[config.mk]
export PLATFORM = sky130hd
export DESIGN_NAME = flash_adc_conversion_sequencer
export DESIGN_NICKNAME = d
export VERILOG_FILES = /design/src/design/flash_adc_conversion_sequencer.v /design/src/design/thermo_decode.v
export VERILOG_INCLUDE_DIRS = /design/src /design/src/design
export SDC_FILE = /design/constraint.sdc
export NUM_CORES = 1
export LEC_CHECK = 0
export BUFFER_PORTS_ARGS = -buffer_cell sky130_fd_sc_hd__buf_4
export CAP_MARGIN = 25
export CORE_UTILIZATION = 40
export CTS_CLUSTER_SIZE = 40
export DETAILED_ROUTE_END_ITERATION = 8
export PLACE_DENSITY = 0.59
export SLEW_MARGIN = 20
export SYNTH_ARGS = -nofsm -noshare
export SYNTH_HDL_FRONTEND = slang
export SYNTH_HIERARCHICAL = 1
export SYNTH_SLANG_ARGS = --single-unit
[constraint.sdc]
create_clock -name clk_sys_i -period 10.1 [get_ports clk_sys_i]
set_input_delay 2.02 -clock clk_sys_i [delete_from_list [all_inputs] [get_ports clk_sys_i]]
set_output_delay 2.02 -clock clk_sys_i [all_outputs]
set_load 0.01 [all_outputs]
[src/design/flash_seq_defs.vh]
`ifndef FLASH_SEQ_DEFS_VH
`define FLASH_SEQ_DEFS_VH

// Converter geometry
`define CMP_COUNT 64
`define CODE_W 6

// Register byte offsets
`define OFS_CTRL 8'h00
`define OFS_STATUS 8'h04
`define OFS_MASK 8'h08
`define OFS_CODE 8'h0c
`define OFS_COUNT 8'h10

// Control fields
`define CTRL_RUN_BIT 0
`define CTRL_WATCH_BIT 1
`define CTRL_RESET 2'h3

// Status and mask fields
`define ST_DONE_BIT 0
`define ST_OVER_BIT 1
`define ST_DROOP_BIT 2
`define ST_W 3
`define MASK_RESET 3'h0

// Code register fields
`define CODE_PHASE_BIT 8
`define CODE_PEND_BIT 9

// Timing
`define CLK_PERIOD_NS 10
`define DROOP_NS 5000
`define DROOP_CYC (`DROOP_NS / `CLK_PERIOD_NS)

`endif

[src/design/flash_adc_conversion_sequencer.v]
// Notes on behaviour
// - One conversion per converter clock period
// - Phase low: balance high, sample low
// - Phase select inverts the incoming clock
// - Sample end latches all 64 comparators
// - Decoded 6-bit code and overflow load at next sample start
// - Active-low enable high floats data bits only
// - Active-high enable low floats all outputs
// - Phase high: rising edge starts sampling
// - Next rising edge loads code, starts sampling
// - Single balance pulse: capture then load
// - Two sample pulses: latch, then load
// - Two balance pulses give data in two cycles
`timescale 1ns/1ns
`default_nettype none
`include "flash_seq_defs.vh"

module flash_adc_conversion_sequencer #(
  parameter N = `CMP_COUNT,
  parameter W = `CODE_W,
  parameter ADDR_W = 8,
  parameter DROOP_CYCLES = `DROOP_CYC
) (
  input wire clk_sys_i,
  input wire rst_i,
  input wire ce_i,
  // Converter clock and polarity select, synchronous to clk_sys_i
  input wire conv_clk_i,
  input wire phase_sel_i,
  // Comparator states: low means tap below the input
  input wire [N-1:0] comparator_i,
  // Output enables
  input wire enable_active_low_n_i,
  input wire enable_active_high_i,
  // Parallel code and its drive enables
  output reg [W-1:0] code_bits_o,
  output reg code_bits_oe_o,
  output reg overflow_flag_o,
  output reg overflow_flag_oe_o,
  // Wishbone slave
  input wire [ADDR_W-1:0] wb_adr_i,
  input wire [31:0] wb_dat_i,
  input wire [3:0] wb_sel_i,
  input wire wb_we_i,
  input wire wb_cyc_i,
  input wire wb_stb_i,
  output reg [31:0] wb_dat_o,
  output reg wb_ack_o,
  // Level interrupt
  output reg irq_o
);

  // Phase tracker states, one-hot
  localparam [2:0] ST_IDLE = 3'b001;
  localparam [2:0] ST_SAMPLE = 3'b010;
  localparam [2:0] ST_BALANCE = 3'b100;

  // Width of the droop counter, generous for any sane parameter
  localparam CW = 16;
  // Droop limit in system clocks. It is cut to the counter width, so
  // a limit of 65536 or more would wrap; keep DROOP_CYCLES below it.
  localparam [CW-1:0] DROOP_LIMIT = DROOP_CYCLES[CW-1:0];

  // Current phase state
  reg [2:0] state;
  // Next phase state
  reg [2:0] next_state;

  // Comparator latch stage
  reg [N-1:0] cmp_latch;
  // Latch holds a result not yet loaded to the outputs
  reg pending;

  // Control register
  reg [1:0] ctrl;
  // Sticky event flags
  reg [`ST_W-1:0] status;
  // Interrupt mask
  reg [`ST_W-1:0] mask;
  // Completed conversion count
  reg [15:0] conv_count;
  // Cycles spent standing in the sample phase
  reg [CW-1:0] droop_cnt;
  // Droop already reported for this standby
  reg droop_seen;

  // Decoder outputs
  wire [W-1:0] dec_code;
  wire dec_over;

  // Internal phase: sample when clock matches the polarity select.
  // Select low makes the low clock half the sample half.
  wire sample_now = ~(conv_clk_i ^ phase_sel_i);

  // Edge events on the internal phase, only while running
  wire run = ctrl[`CTRL_RUN_BIT];
  wire sample_start = run && state == ST_BALANCE && sample_now;
  wire sample_end = run && state == ST_SAMPLE && !sample_now;

  // Bus decode helpers.
  // A request counts only while ack is low, so a strobe that is held
  // too long is not answered twice back to back.
  wire bus_req = wb_cyc_i && wb_stb_i && !wb_ack_o;
  wire bus_wr = bus_req && wb_we_i && wb_sel_i[0];

  // Events that set status flags this cycle.
  // Done marks a real load, never a bare phase change.
  wire ev_done = sample_start && pending;
  wire ev_over = ev_done && dec_over;
  wire ev_droop = run && ctrl[`CTRL_WATCH_BIT] && state == ST_SAMPLE &&
                  droop_cnt == DROOP_LIMIT && !droop_seen;
  wire [`ST_W-1:0] ev_vec = {ev_droop, ev_over, ev_done};

  // Decode of the latched comparator states
  thermo_decode #(
    .N(N),
    .W(W)
  ) u_decode (
    .comp_i(cmp_latch),
    .code_o(dec_code),
    .over_o(dec_over)
  );

  // Phase tracker next state.
  // Idle picks up the present phase without creating an edge, so
  // the first converter half after reset or run-enable is not
  // mistaken for a phase boundary.
  always @* begin
    next_state = state;
    case (state)
      ST_IDLE: begin
        if (run) begin
          next_state = sample_now ? ST_SAMPLE : ST_BALANCE;
        end
      end
      ST_SAMPLE: begin
        if (!run) begin
          next_state = ST_IDLE;
        end else if (!sample_now) begin
          next_state = ST_BALANCE;
        end
      end
      ST_BALANCE: begin
        if (!run) begin
          next_state = ST_IDLE;
        end else if (sample_now) begin
          next_state = ST_SAMPLE;
        end
      end
      default: begin
        next_state = ST_IDLE;
      end
    endcase
  end

  // Phase state register
  always @(posedge clk_sys_i) begin
    if (rst_i) begin
      state <= ST_IDLE;
    end else if (ce_i) begin
      state <= next_state;
    end
  end

  // Comparator latch and output storage register.
  // Every mode (continuous, one balance pulse, two sample pulses,
  // two balance pulses) reduces to the same pair of edges: sample
  // end captures, the following sample start loads. Pulse modes
  // therefore need no mode setting of their own.
  always @(posedge clk_sys_i) begin
    if (rst_i) begin
      cmp_latch <= {N{1'b1}};
      pending <= 1'b0;
      code_bits_o <= {W{1'b0}};
      overflow_flag_o <= 1'b0;
    end else if (ce_i) begin
      if (sample_end) begin
        // Capture all comparators at the end of sampling
        cmp_latch <= comparator_i;
        pending <= 1'b1;
      end else if (sample_start && pending) begin
        // Load decoded code as the next sample phase begins
        code_bits_o <= dec_code;
        overflow_flag_o <= dec_over;
        pending <= 1'b0;
      end
    end
  end

  // Output drive enables.
  // The active-high enable overrides; the active-low enable only
  // gates the data bits, leaving overflow driven for cascading.
  // Both enables are registered, so the drive timing trails the
  // enable pins by one system clock.
  always @(posedge clk_sys_i) begin
    if (rst_i) begin
      code_bits_oe_o <= 1'b0;
      overflow_flag_oe_o <= 1'b0;
    end else if (ce_i) begin
      code_bits_oe_o <= enable_active_high_i && !enable_active_low_n_i;
      overflow_flag_oe_o <= enable_active_high_i;
    end
  end

  // Sample-phase standby watchdog.
  // Held charge droops if the sample phase stands too long, so the
  // block reports it; it cannot restore accuracy, only flag it.
  always @(posedge clk_sys_i) begin
    if (rst_i) begin
      droop_cnt <= {CW{1'b0}};
      droop_seen <= 1'b0;
    end else if (ce_i) begin
      if (state != ST_SAMPLE || !sample_now) begin
        // Any balance phase restarts the standby measurement
        droop_cnt <= {CW{1'b0}};
        droop_seen <= 1'b0;
      end else if (droop_cnt != DROOP_LIMIT) begin
        droop_cnt <= droop_cnt + 1'b1;
      end else if (ev_droop) begin
        // Report once per standby
        droop_seen <= 1'b1;
      end
    end
  end

  // Conversion counter, wraps silently
  always @(posedge clk_sys_i) begin
    if (rst_i) begin
      conv_count <= 16'h0000;
    end else if (ce_i && ev_done) begin
      conv_count <= conv_count + 16'h0001;
    end
  end

  // Control and mask registers, low byte lane only
  always @(posedge clk_sys_i) begin
    if (rst_i) begin
      ctrl <= `CTRL_RESET;
      mask <= `MASK_RESET;
    end else if (ce_i && bus_wr) begin
      if (wb_adr_i == `OFS_CTRL) begin
        ctrl <= wb_dat_i[1:0];
      end else if (wb_adr_i == `OFS_MASK) begin
        mask <= wb_dat_i[`ST_W-1:0];
      end
    end
  end

  // Sticky status, write one to clear.
  // A new event in the clearing cycle survives: set wins.
  always @(posedge clk_sys_i) begin
    if (rst_i) begin
      status <= {`ST_W{1'b0}};
    end else if (ce_i) begin
      if (bus_wr && wb_adr_i == `OFS_STATUS) begin
        status <= (status & ~wb_dat_i[`ST_W-1:0]) | ev_vec;
      end else begin
        status <= status | ev_vec;
      end
    end
  end

  // Interrupt level, registered so the port comes from a flop.
  // It trails the status register by one cycle.
  always @(posedge clk_sys_i) begin
    if (rst_i) begin
      irq_o <= 1'b0;
    end else if (ce_i) begin
      irq_o <= |(status & mask);
    end
  end

  // Bus answer: one cycle after the request, dropped the cycle after.
  // Unmapped offsets are acknowledged and read as zero.
  always @(posedge clk_sys_i) begin
    if (rst_i) begin
      wb_ack_o <= 1'b0;
      wb_dat_o <= 32'h00000000;
    end else if (ce_i) begin
      wb_ack_o <= bus_req;
      wb_dat_o <= 32'h00000000;
      if (bus_req && !wb_we_i) begin
        if (wb_adr_i == `OFS_CTRL) begin
          wb_dat_o <= {30'h00000000, ctrl};
        end else if (wb_adr_i == `OFS_STATUS) begin
          wb_dat_o <= {29'h00000000, status};
        end else if (wb_adr_i == `OFS_MASK) begin
          wb_dat_o <= {29'h00000000, mask};
        end else if (wb_adr_i == `OFS_CODE) begin
          // Stored code, present phase and pending latch
          wb_dat_o <= {22'h000000, pending, sample_now, 1'b0,
                       overflow_flag_o, code_bits_o};
        end else if (wb_adr_i == `OFS_COUNT) begin
          wb_dat_o <= {16'h0000, conv_count};
        end
      end
    end
  end

endmodule

`default_nettype wire

[src/design/thermo_decode.v]
`timescale 1ns/1ns
`default_nettype none

// Counts comparators that report a tap below the input (low outputs).
// A full count of all comparators is the overflow case.
module thermo_decode #(
  parameter N = 64,
  parameter W = 6
) (
  input wire [N-1:0] comp_i,
  output wire [W-1:0] code_o,
  output wire over_o
);

  // Running count of low comparators, one stage per comparator
  wire [W:0] cnt [0:N];

  assign cnt[0] = {(W+1){1'b0}};

  genvar i;
  generate
    for (i = 0; i < N; i = i + 1) begin : g_cnt
      // Each low comparator adds one to the running count
      assign cnt[i+1] = cnt[i] + {{W{1'b0}}, ~comp_i[i]};
    end
  endgenerate

  // Full count sets overflow; data bits then saturate to all ones
  assign over_o = cnt[N][W];
  assign code_o = over_o ? {W{1'b1}} : cnt[N][W-1:0];

endmodule

`default_nettype wire

==> key figures <==
Yosys
  – Post-synth EDFFs: 0
  – Most area-hungry cell type in the Yosys netlist: dfxtp_1
  – Main area contributors after synthesis: dfxtp_1 (36%), fa_1 (14%), nand2_1 (8.5%)
  – Synthesized area: 7550 um^2
  – Asr flop ratio synth: 0
  – Most frequently used flop master after synthesis: dfxtp_1
  – Seq cells post-synth: 136
  – Mapped Cells: 873
  – Most frequent cell after synthesis: nand2_1
  – Yosys cell types: 68
  – Average size of a mapped cell: 8.65 um^2
  – Yosys warning count: 6
  – Share of the synthesized area in the top cell type: 0.361
  – Sequential element share of the synthesized area: 0.361
  – Commonest cells in the netlist: nand2_1 (171), dfxtp_1 (136), inv_1 (99)

Global route
  – Pin count of the biggest net entering global routing: 75
  – GRT overflow: 0
  – Initial antenna violation count: 0
  – Gr usage total: 0.183
  – Vias in the first global route: 5767
  – First-pass GRT wire length: 28300 um

Setup path
  – CP Max Fanout: 3
  – Worst path arrival time: 6900 ps
  – Worst-path cell chain: inv_1 > fa_1 > inv_1 > fa_1 > inv_1 > fa_1 > inv_1 > fa_1 > inv_1 > fa_1 > fa_1 > fa_1 > fa_1 > inv_1 > fa_1 > fa_1 > nand2b_2 > a21oi_2 > a2111oi_2 > a31oi_1 > nand2_1 > a21oi_1
  – CP max stage delay: 590 ps
  – Crit-path slowest cell: fa_1
  – Critical Path End Type: flip-flop
  – Kind of critical path: flip-flop to flip-flop
  – Critical path required time: 10450 ps
  – CP most frequent cell: fa_1
  – Worst setup SP type: flip-flop

Clocking
  – CTS Sinks: 136
  – Clk pin slew, worst setup/hold paths: 60 ps
  – Resize count post-CTS: 0
  – Clock root buffer master: clkbuf_16
  – CTS buffer count: 17
  – Hold Buf Count CTS: 0
  – Maximum root-to-sink buffer count: 2
  – Post-CTS setup repair buffer count: 0
  – CTS tree: built
  – CTS H-tree depth: 4
  – Worst-Skew Late Latency: 420 ps

STA
  – Clock Skew: 14.7 ps
  – Clock period minus worst slack: 6550 ps
  – Final period util: 0.649
  – Final Hold Viols: 0
  – Worst-margin pin slew: 778 ps
  – FMAX: 153 MHz
  – Sum of negative setup slack: 0 ps
  – Unrepaired setup endpoints after global routing: false
  – Fin. max-slew vios: 0
  – Setup violations, final: 0
  – Max-slew headroom: 0.481

Routing
  – Drt wl/cell: 14.0 um
  – DR DRC count: 0
  – Vias per std cell: 4.95
  – Final WL: 17000 um
  – DRT antenna net count: 0
  – Via count: 5998
  – Drt pass-1 iters: 4
  – 1st-iter DRT viols: 201

Finish
  – # fillers: 1777
  – Layout cell share with drive strength beyond 1: 0.181
  – Diode count: 0
  – Fin cells: 1211
  – Area grow syn2layout: 20.5%
  – Nets: 1163

Floorplanning
  – Die area: 19400 um^2
  – Die X: 139 um
  – Boundary pin count: 161
  – Cell Rows: 49
  – Core area: 18200 um^2
  – Die H: 139 um
  – Initial Util: 0.415

Flow run
  – Max cap viols: 0

Place
  – Number of port buffers: 112
  – Placed cells: 1180
  – GP Congestion: 0.771
  – Dpl hpwl: 12300 um

Power
  – Power per cell area: 141 nW/um^2
  – Leak: 4.50 nW
  – Max VDD drop: 121 uV

Min path
  – Hold Path Class: flip-flop to flip-flop

Run status
  – Outcome: finished clean
## layout make-up
type / instances / area, um^2 / share of cell area
tap: 229 / 287 / 0.0315
inverter: 99 / 372 / 0.0408
clock inverter: 12 / 150 / 0.0165
sequential: 136 / 2720 / 0.299
clock buffer: 19 / 443 / 0.0487
timing repair buffer: 118 / 886 / 0.0974
multi-input combinational: 598 / 4240 / 0.466
## metrics by stage
stage / hold WS (ps) / power, W / cell area, um^2 / setup slack (ps) / util
4_1_cts: 469 / 0.00129 / 9100 / 3530 / 0.500
2_1_floorplan: 441 / 0.000617 / 7610 / 4020 / -
3_5_place_dp: 456 / 0.000659 / 8500 / 3600 / 0.467
5_1_grt: 482 / 0.00133 / 9100 / 3270 / 0.500
3_3_place_gp: 451 / 0.000658 / 8500 / 3600 / 0.467
6_report: 463 / 0.00128 / 9100 / 3550 / 0.500
## power by group
group | switching, W | internal, W | total, W
clock network | 0.000240 | 0.000392 | 0.000632
registers | 0.00000481 | 0.000541 | 0.000546
logic | 0.0000529 | 0.0000475 | 0.000100
total | 0.000298 | 0.000981 | 0.00128
## kinds of logic after synthesis
family / count (synthesis) / share of synthesized area
XOR/XNOR: 17 / 0.0197
AO/OA/AOI/OAI: 91 / 0.0835
adder cells (fa/ha/maj): 75 / 0.178
flip-flops: 136 / 0.361
AND/OR/NAND/NOR: 388 / 0.256
buffers and inverters: 154 / 0.0865
multiplexers: 11 / 0.0152
other: 1 / 0.000497
## layer usage
metal  vias up  track usage  part of all wire
li1       3046            -                 -
met1      2830        0.236              0.47
met2       105        0.301              0.48
met3        17       0.0385             0.035
met4         0       0.0713             0.013
met5         -            0                 0
## worst max-delay path: cells and delay by family (launching register included)
| kind | cells | cell delay, ps |
|---|---|---|
| compound gates | 4 | 660 |
| fa+ha+maj | 10 | 4860 |
| flops | 1 | 330 |
| buf+inv | 6 | 330 |
| simple gates | 2 | 300 |
## state kept, by name, indices dropped and copies added, names as in the netlist, 2 cells and up
register,cells
conv_count,16
mask,3
code_bits_o,6
cmp_latch,64
status,3
wb_dat_o,16
droop_cnt,16
ctrl,2
state,3
## cell usage in the layout, fill, tap and decap left out, types with 8 or more instances in the layout
master,instances
or3_1,10
buf_4,118
nand3_1,77
nand4_1,9
nor2_1,37
nand2_1,171
conb_1,16
inv_1,98
a21oi_1,32
clkbuf_16,17
xnor2_1,13
fa_1,54
nor4_1,8
a22o_1,8
o21ai_0,14
ha_1,21
or4_1,12
dfxtp_1,136
## path summary, 6_finish.rpt
path                 startpoint             end  slack [ps]  cells past startpoint
hold / removal    cmp_latch[12]   cmp_latch[12]         460                      2
setup reg to reg  cmp_latch[37]  code_bits_o[5]        3550                     22
setup / recovery  cmp_latch[37]  code_bits_o[5]        3550                     22
hold reg to reg   cmp_latch[12]   cmp_latch[12]         460                      2
(Power assumes the default switching activity.)
